## src/include/cvsp_map.svh

```systemverilog
// register indices, field positions, reset values and counts
`ifndef CVSP_MAP_SVH
`define CVSP_MAP_SVH
`define CVSP_IDX_OVERFLOW 8'h07
`define CVSP_IDX_VSYNC_START 8'h10
`define CVSP_IDX_VSYNC_END_INT 8'h11
`define CVSP_IDX_VDISP_END 8'h12
`define CVSP_IDX_ROW_PITCH 8'h13
`define CVSP_IDX_MODE_CTRL 8'h17
`define CVSP_IDX_REFRESH_OVR 8'h18
`define CVSP_IDX_EXT_DISP 8'h1B
`define CVSP_LOW_TIMING_LAST 8'h07
`define CVSP_BIT_PROTECT 7
`define CVSP_BIT_REFRESH5 6
`define CVSP_BIT_INT_DISABLE 5
`define CVSP_BIT_INT_CLEAR 4
`define CVSP_VSE_MSB 3
`define CVSP_OVF_VDE8 1
`define CVSP_OVF_VSS8 2
`define CVSP_OVF_LINE_CMP 4
`define CVSP_OVF_VSS9 7
`define CVSP_BIT_REFRESH_OVR 3
`define CVSP_BIT_PITCH8 4
`define CVSP_BIT_BYTE_WORD 6
`define CVSP_RESET_BYTE 8'h00
`define CVSP_REFRESH_FIVE 3'h5
`define CVSP_REFRESH_THREE 3'h3
`define CVSP_REFRESH_ONE 3'h1
`define CVSP_SYNC_MAX_LINES 4'hF
`endif

```

## src/include/cvsp_pkg.sv

```systemverilog
// shared types of the vertical sync and pitch block
package cvsp_pkg;
  typedef logic [7:0] cvsp_byte_t;
  typedef logic [9:0] cvsp_line_t;
  typedef logic [2:0] cvsp_refresh_t;
endpackage

```

## src/hw/cvsp_cmp.sv

```systemverilog
// registered-free equality compare of a scanline against a setting
`timescale 1ns/1ps
module cvsp_cmp #(
  parameter int WIDTH = 10
) (
  input wire logic [WIDTH-1:0] value,
  input wire logic [WIDTH-1:0] target,
  output logic hit
);
  assign hit = (value == target);
endmodule // cvsp_cmp

```

## src/hw/cvsp_top.sv

```systemverilog
// vertical sync, display end, vertical interrupt, refresh and row pitch
`timescale 1ns/1ps
`include "cvsp_map.svh"
module cvsp_top #(
  parameter int ADDR_W = 20
) (
  input wire logic core_clk,
  input wire logic arst_n,
  input wire logic io_data_sel,
  input wire logic io_wr_en,
  input wire logic io_rd_en,
  input wire logic [7:0] io_wdata,
  output logic [7:0] io_rdata,
  input wire logic line_start,
  input wire logic [9:0] scanline,
  input wire logic row_advance,
  input wire logic [ADDR_W-1:0] start_addr,
  output logic vsync,
  output logic display_active,
  output logic interrupt_request_n,
  output logic interrupt_request_n_pending,
  output logic refresh_strobe,
  output logic [ADDR_W-1:0] mem_addr
);

  cvsp_pkg::cvsp_byte_t index_q;
  cvsp_pkg::cvsp_byte_t low_timing_q [0:7];
  cvsp_pkg::cvsp_byte_t vsync_start_low_q;
  cvsp_pkg::cvsp_byte_t vsync_end_and_interrupt_control_q;
  cvsp_pkg::cvsp_byte_t vertical_display_end_low_q;
  cvsp_pkg::cvsp_byte_t row_pitch_low_q;
  cvsp_pkg::cvsp_byte_t crtc_mode_control_register_q;
  cvsp_pkg::cvsp_byte_t refresh_override_register_q;
  cvsp_pkg::cvsp_byte_t extended_display_control_register_q;
  cvsp_pkg::cvsp_byte_t rd_mux;
  cvsp_pkg::cvsp_line_t sync_start;
  cvsp_pkg::cvsp_line_t disp_end;
  cvsp_pkg::cvsp_refresh_t refresh_cnt_q;
  cvsp_pkg::cvsp_refresh_t refresh_load;
  logic [8:0] pitch;
  logic [ADDR_W-1:0] pitch_step;
  logic [ADDR_W-1:0] row_base_q;
  logic [3:0] sync_lines_q;
  logic data_wr;
  logic protect;
  logic byte_mode;
  logic int_disable;
  logic int_armed;
  logic start_hit;
  logic end_hit;
  logic disp_hit;
  logic retrace_begin;
  logic vsync_q;
  logic display_active_q;
  logic pending_q;
  logic interrupt_request_n_n_q;
  logic refresh_q;
  logic [7:0] rdata_q;
  logic [ADDR_W-1:0] mem_addr_q;
  logic fetch_q;

  assign data_wr = io_wr_en && io_data_sel;
  assign protect = vsync_end_and_interrupt_control_q[`CVSP_BIT_PROTECT];
  assign byte_mode = crtc_mode_control_register_q[`CVSP_BIT_BYTE_WORD];
  assign int_disable =
    vsync_end_and_interrupt_control_q[`CVSP_BIT_INT_DISABLE];
  assign int_armed = vsync_end_and_interrupt_control_q[`CVSP_BIT_INT_CLEAR];

  // sync start gathers bits 9 and 8 from the overflow, display end only bit 8 (its bit 9 is zero)
  assign sync_start = {low_timing_q[7][`CVSP_OVF_VSS9],
    low_timing_q[7][`CVSP_OVF_VSS8], vsync_start_low_q};
  assign disp_end = {1'b0, low_timing_q[7][`CVSP_OVF_VDE8],
    vertical_display_end_low_q};
  assign pitch = {extended_display_control_register_q[`CVSP_BIT_PITCH8],
    row_pitch_low_q};
  // byte mode steps by pitch times two, word mode by pitch times four
  assign pitch_step = byte_mode
    ? ADDR_W'({pitch, 1'b0})
    : ADDR_W'({pitch, 2'b00});

  cvsp_cmp #(
    .WIDTH(10)
  ) u_start_cmp (
    .value(scanline),
    .target(sync_start),
    .hit(start_hit)
  );

  cvsp_cmp #(
    .WIDTH(4)
  ) u_end_cmp (
    .value(scanline[3:0]),
    .target(vsync_end_and_interrupt_control_q[`CVSP_VSE_MSB:0]),
    .hit(end_hit)
  );

  cvsp_cmp #(
    .WIDTH(10)
  ) u_disp_cmp (
    .value(scanline),
    .target(disp_end),
    .hit(disp_hit)
  );

  assign retrace_begin = line_start && start_hit && !vsync_q;

  always_ff @(posedge core_clk or negedge arst_n)
  begin
    if (!arst_n)
      index_q <= `CVSP_RESET_BYTE;
    else if (io_wr_en && !io_data_sel)
      index_q <= io_wdata;
  end

  // low timing bank; the line compare extension stays writable always
  always_ff @(posedge core_clk or negedge arst_n)
  begin
    if (!arst_n)
    begin
      for (int i = 0; i < 8; i++)
        low_timing_q[i] <= `CVSP_RESET_BYTE;
    end
    else if (data_wr && index_q <= `CVSP_LOW_TIMING_LAST)
    begin
      if (!protect)
        low_timing_q[index_q[2:0]] <= io_wdata;
      else if (index_q == `CVSP_IDX_OVERFLOW)
        low_timing_q[7][`CVSP_OVF_LINE_CMP] <=
          io_wdata[`CVSP_OVF_LINE_CMP];
    end
  end

  always_ff @(posedge core_clk or negedge arst_n)
  begin
    if (!arst_n)
    begin
      vsync_start_low_q <= `CVSP_RESET_BYTE;
      vsync_end_and_interrupt_control_q <= `CVSP_RESET_BYTE;
      vertical_display_end_low_q <= `CVSP_RESET_BYTE;
      row_pitch_low_q <= `CVSP_RESET_BYTE;
      crtc_mode_control_register_q <= `CVSP_RESET_BYTE;
      refresh_override_register_q <= `CVSP_RESET_BYTE;
      extended_display_control_register_q <= `CVSP_RESET_BYTE;
    end
    else if (data_wr)
    begin
      unique case (index_q)
        `CVSP_IDX_VSYNC_START: vsync_start_low_q <= io_wdata;
        `CVSP_IDX_VSYNC_END_INT:
          vsync_end_and_interrupt_control_q <= io_wdata;
        `CVSP_IDX_VDISP_END: vertical_display_end_low_q <= io_wdata;
        `CVSP_IDX_ROW_PITCH: row_pitch_low_q <= io_wdata;
        `CVSP_IDX_MODE_CTRL: crtc_mode_control_register_q <= io_wdata;
        `CVSP_IDX_REFRESH_OVR: refresh_override_register_q <= io_wdata;
        `CVSP_IDX_EXT_DISP:
          extended_display_control_register_q <= io_wdata;
        default: ;
      endcase
    end
  end

  always_comb
  begin
    rd_mux = `CVSP_RESET_BYTE;
    if (index_q <= `CVSP_LOW_TIMING_LAST)
      rd_mux = low_timing_q[index_q[2:0]];
    else
    begin
      unique case (index_q)
        `CVSP_IDX_VSYNC_START: rd_mux = vsync_start_low_q;
        `CVSP_IDX_VSYNC_END_INT: rd_mux = vsync_end_and_interrupt_control_q;
        `CVSP_IDX_VDISP_END: rd_mux = vertical_display_end_low_q;
        `CVSP_IDX_ROW_PITCH: rd_mux = row_pitch_low_q;
        `CVSP_IDX_MODE_CTRL: rd_mux = crtc_mode_control_register_q;
        `CVSP_IDX_REFRESH_OVR: rd_mux = refresh_override_register_q;
        `CVSP_IDX_EXT_DISP: rd_mux = extended_display_control_register_q;
        default: rd_mux = `CVSP_RESET_BYTE;
      endcase
    end
  end

  // index port reads back the index, data port the selected register
  always_ff @(posedge core_clk or negedge arst_n)
  begin
    if (!arst_n)
      rdata_q <= `CVSP_RESET_BYTE;
    else if (io_rd_en)
      rdata_q <= io_data_sel ? rd_mux : index_q;
  end

  // sync line counter caps the pulse even when the end match never comes
  always_ff @(posedge core_clk or negedge arst_n)
  begin
    if (!arst_n)
    begin
      vsync_q <= 1'b0;
      sync_lines_q <= 4'h0;
    end
    else if (line_start)
    begin
      if (!vsync_q && start_hit)
      begin
        vsync_q <= 1'b1;
        sync_lines_q <= 4'h1;
      end
      else if (vsync_q && (end_hit ||
          sync_lines_q == `CVSP_SYNC_MAX_LINES))
      begin
        vsync_q <= 1'b0;
        sync_lines_q <= 4'h0;
      end
      else if (vsync_q)
        sync_lines_q <= sync_lines_q + 4'h1;
    end
  end

  always_ff @(posedge core_clk or negedge arst_n)
  begin
    if (!arst_n)
      display_active_q <= 1'b0;
    else if (line_start)
    begin
      if (disp_hit)
        display_active_q <= 1'b0;
      else if (scanline == 10'h000)
        display_active_q <= 1'b1;
    end
  end

  // clear bit low dominates: software gets a hard acknowledge
  always_ff @(posedge core_clk or negedge arst_n)
  begin
    if (!arst_n)
      pending_q <= 1'b0;
    else if (!int_armed)
      pending_q <= 1'b0;
    else if (retrace_begin)
      pending_q <= 1'b1;
  end

  always_ff @(posedge core_clk or negedge arst_n)
  begin
    if (!arst_n)
      interrupt_request_n_n_q <= 1'b1;
    else if (int_disable || !int_armed)
      interrupt_request_n_n_q <= 1'b1;
    else if (retrace_begin || pending_q)
      interrupt_request_n_n_q <= 1'b0;
    else
      interrupt_request_n_n_q <= 1'b1;
  end

  always_comb
  begin
    if (refresh_override_register_q[`CVSP_BIT_REFRESH_OVR])
      refresh_load = `CVSP_REFRESH_ONE;
    else if (vsync_end_and_interrupt_control_q[`CVSP_BIT_REFRESH5])
      refresh_load = `CVSP_REFRESH_FIVE;
    else
      refresh_load = `CVSP_REFRESH_THREE;
  end

  // one strobe per cycle after the line start, one strobe per refresh
  always_ff @(posedge core_clk or negedge arst_n)
  begin
    if (!arst_n)
    begin
      refresh_cnt_q <= 3'h0;
      refresh_q <= 1'b0;
    end
    else if (line_start)
    begin
      refresh_cnt_q <= refresh_load;
      refresh_q <= 1'b0;
    end
    else if (refresh_cnt_q != 3'h0)
    begin
      refresh_cnt_q <= refresh_cnt_q - 3'h1;
      refresh_q <= 1'b1;
    end
    else
      refresh_q <= 1'b0;
  end

  always_ff @(posedge core_clk or negedge arst_n)
  begin
    if (!arst_n)
      row_base_q <= '0;
    else if (line_start)
    begin
      if (scanline == 10'h000)
        row_base_q <= start_addr;
      else if (row_advance)
        row_base_q <= row_base_q + pitch_step;
    end
  end

  // word mode rotates the counter so bit zero comes from the top bit
  always_ff @(posedge core_clk or negedge arst_n)
  begin
    if (!arst_n)
    begin
      fetch_q <= 1'b0;
      mem_addr_q <= '0;
    end
    else
    begin
      fetch_q <= line_start;
      if (fetch_q && byte_mode)
        mem_addr_q <= row_base_q;
      else if (fetch_q)
        mem_addr_q <= {row_base_q[ADDR_W-2:0], row_base_q[ADDR_W-1]};
    end
  end

  assign io_rdata = rdata_q;
  assign vsync = vsync_q;
  assign display_active = display_active_q;
  assign interrupt_request_n = interrupt_request_n_n_q;
  assign interrupt_request_n_pending = pending_q;
  assign refresh_strobe = refresh_q;
  assign mem_addr = mem_addr_q;

endmodule // cvsp_top

```

## config.mk

```make
export PLATFORM = sky130hd
export DESIGN_NAME = cvsp_top
export DESIGN_NICKNAME = d
export VERILOG_FILES = /design/src/include/cvsp_pkg.sv /design/src/hw/cvsp_cmp.sv /design/src/hw/cvsp_top.sv
export VERILOG_INCLUDE_DIRS = /design/src /design/src/include
export SDC_FILE = /design/constraint.sdc
export NUM_CORES = 1
export LEC_CHECK = 0
export BUFFER_PORTS_ARGS = -buffer_cell sky130_fd_sc_hd__buf_4
export CORE_UTILIZATION = 50
export CTS_CLUSTER_SIZE = 8
export DETAILED_ROUTE_END_ITERATION = 7
export PLACE_DENSITY_LB_ADDON = 0.25
export REMOVE_ABC_BUFFERS = 1
export SKIP_LAST_GASP = 1
export SLEW_MARGIN = 5
export SYNTH_ARGS = -nofsm -noshare
export SYNTH_HDL_FRONTEND = slang
export SYNTH_SLANG_ARGS = --single-unit
export TNS_END_PERCENT = 5
```

## constraint.sdc

```tcl
create_clock -name core_clk -period 2.9 [get_ports core_clk]
set_input_delay 0.58 -clock core_clk [delete_from_list [all_inputs] [get_ports core_clk]]
set_output_delay 0.58 -clock core_clk [all_outputs]
set_load 0.02 [all_outputs]
```

==> flow_metrics.env <==
export IMPL_status="completed"
export IMPL_die_h_um=141.4
export IMPL_synth_seq_area_share=0.4869
export IMPL_clk_root_buffer_cell="clkbuf_16"
export IMPL_regArea_um2=4733
export IMPL_die_area_um2=20000
export IMPL_fin_crit_ps=2668
export IMPL_hold_violations=0
export IMPL_rsz0062_at_grt="false"
export IMPL_postSynthCellCount=830
export IMPL_async_flop_share=1.000
export IMPL_maxSlewViolCount=0
export IMPL_routed_via_density=5.828
export IMPL_worstReg2RegStart="crtc_mode_control_register_q[6]$_DFFE_PN0P_"
export IMPL_grt_pass1_wl_mm=37.19
export IMPL_place_ws_ps=175.1
export IMPL_gp_congestion=0.8773
export IMPL_grt_pass1_vias=6830
export IMPL_fin_worst_skew_ps=16.25
export IMPL_cap_violations=0
export IMPL_grt_overflow=0
export IMPL_layout_setup_ws_ps=231.6
export IMPL_regToRegEndpoint="row_base_q[13]$_DFFE_PN0P_"
export IMPL_worstSetupPathType="flop to flop"
export IMPL_cp_arrival_ps=3010
export IMPL_hp_class="input pin to async pin"
export IMPL_cts_tree="yes"
export IMPL_die_w_um=141.4
export IMPL_fin_area_um2=11270
export IMPL_port_buffers=77
export IMPL_yosysTopAreaCell="dfrtp_1"
export IMPL_fmax_mhz=374.8
export IMPL_netlist_area_um2=9717
export IMPL_tns_ps=0
export IMPL_power_density_nw_per_um2=628.1
export IMPL_cp_required_ps=3240
export IMPL_reg2regPathDepth=9
export IMPL_setup_viol=0
export IMPL_grt_usage=0.2440
export IMPL_antenna_found_initial=0
export IMPL_yosysUniqueCellTypes=70
export IMPL_yosys_most_used_dff="dfrtp_1"
export IMPL_synth_warnings=0
export IMPL_layout_drive_gt1_share=0.3407
export IMPL_core_area_um2=18890
export IMPL_ios=78
export IMPL_leakagePower_nw=5.197
export IMPL_relSlewSlack=0.2127
export IMPL_wirelength_mm=22.93
export IMPL_synth_edf_count=0
export IMPL_whs_ps=85.02
export IMPL_worst_slew_pin_transition_ps=1181
export IMPL_area_delta_synth_final_pct=15.97
export IMPL_drtIter0Drc=414
export IMPL_dp_final_hpwl_mm=15.85
export IMPL_drtPass1Iterations=4
export IMPL_clk_pin_slew_ps=70
export IMPL_yosys_top_cells_count="188 x dfrtp_1, 140 x mux2_2, 63 x nor2_1"
export IMPL_htreeDepth=4
export IMPL_clockBufferDepth=2
export IMPL_final_nets=956
export IMPL_via_count=6819
export IMPL_ff2ff_setup_slack_ps=230
export IMPL_antenna_cells=0
export IMPL_rows=50
export IMPL_drtAntennaViolNets=0
export IMPL_min_period_over_period=0.9201
export IMPL_synth_top_area_frac=0.4842
export IMPL_multiInputGateArea_um2=4717
export IMPL_placed_cells=1138
export IMPL_finalNonFillerCells=1170
export IMPL_clk_latency_ps=440
export IMPL_synth_area_per_cell_um2=11.71
export IMPL_fill_cells=1575
export IMPL_largest_reg_flops=63
export IMPL_yosysMostFrequentCell="dfrtp_1"
export IMPL_top_register="low_timing_q"
export IMPL_placed_area_um2=10650
export IMPL_synth_area_top_cells="dfrtp_1 48%, mux2_2 16%, mux4_2 4.6%"
export IMPL_grt_max_degree=50
export IMPL_wl_per_cell_um=19.60
export IMPL_cts_hold_buf=0
export IMPL_clock_sinks=189
export IMPL_initial_core_util=0.5143
export IMPL_max_vdd_ir_drop_uv=457.1
export IMPL_synth_seq_cells=189
export IMPL_crit_fanout=8
export IMPL_cts_buffers=17
export IMPL_cp_end_kind="flop"
export IMPL_startpoint_type="flop"
export IMPL_drc=0
[power by group]
group,internal [mW],total (mW),leakage [nW],switching [mW]
Clock,1.25,2.41,0.298,1.17
Combinational,0.690,1.42,2.44,0.732
Sequential,2.95,3.24,2.46,0.292
[stage by stage]
| step | total power, mW | util |
|---|---|---|
| after detailed placement | 4.716 | 0.5636 |
| final | 7.078 | 0.5964 |
| after global placement | 4.687 | 0.5636 |
| after global routing | 7.409 | 0.5964 |
| after CTS | 7.126 | 0.5964 |
| after floorplan | 4.120 | - |
[cell type report]
class                      count  area share
multi-input combinational    574      0.4186
clock inverter                15     0.01710
clock buffer                  17     0.03775
sequential                   189      0.4201
inverter                      12    0.003997
tap                          260     0.02887
timing repair buffer         103     0.07362
[what timing repair did]
| item | CTS | global route |
|---|---|---|
| setup buffers | 0 | 0 |
| endpoints found under the setup margin | 0 | 2 |
| resized for setup | 0 | 1 |
[metal layers]
layer  up-vias  GRT usage  wire [um]
met5         -          0          0
met4         0    0.06169        274
met3        20    0.04252        979
met2       169     0.3854      10960
met1      3442     0.3506      10710
li1       3188          -          -
[logic make-up after synthesis]
kind of cell / count (synthesis) / share of synthesized area
adder cells (fa/ha/maj): 14 / 0.01880
AO/OA/AOI/OAI: 148 / 0.09864
flip-flops: 189 / 0.4869
XOR/XNOR: 29 / 0.02614
multiplexers: 193 / 0.2426
AND/OR/NAND/NOR: 190 / 0.09928
buffers and inverters: 67 / 0.02768
[how the worst max path moves through the flow]
stage	startpoint	cells past startpoint	endpoint	slack (ps)
2_1_floorplan	crtc_mode_control_register_q[6]$_DFFE_PN0P_	8	row_base_q[11]$_DFFE_PN0P_	-230
3_3_place_gp	crtc_mode_control_register_q[6]$_DFFE_PN0P_	9	row_base_q[13]$_DFFE_PN0P_	240
3_5_place_dp	crtc_mode_control_register_q[6]$_DFFE_PN0P_	9	row_base_q[13]$_DFFE_PN0P_	180
4_1_cts	crtc_mode_control_register_q[6]$_DFFE_PN0P_	9	row_base_q[13]$_DFFE_PN0P_	160
5_1_grt	crtc_mode_control_register_q[6]$_DFFE_PN0P_	9	row_base_q[13]$_DFFE_PN0P_	8
6_report	crtc_mode_control_register_q[6]$_DFFE_PN0P_	9	row_base_q[13]$_DFFE_PN0P_	230
[critical path, stage by stage, from the launching register on]
cell,delay [ps]
dfrtp_2,440
buf_4,170
mux2_2,330
ha_1,380
a21oi_1,200
o21ai_0,90
a21oi_1,210
nand2_1,240
a41o_1,300
a211oi_1,220
[layout by cell type, fill, tap and decap left out, types with 20 or more instances in the layout]
master and count:
dfrtp_1 186, mux2_2 140, buf_4 98, nor2_1 63, a21oi_1 52, nand2_1 41, mux2i_1 33, o21ai_0 27
xnor2_1 21, mux4_2 20
No activity file was read; power rests on OpenSTA's default activity.
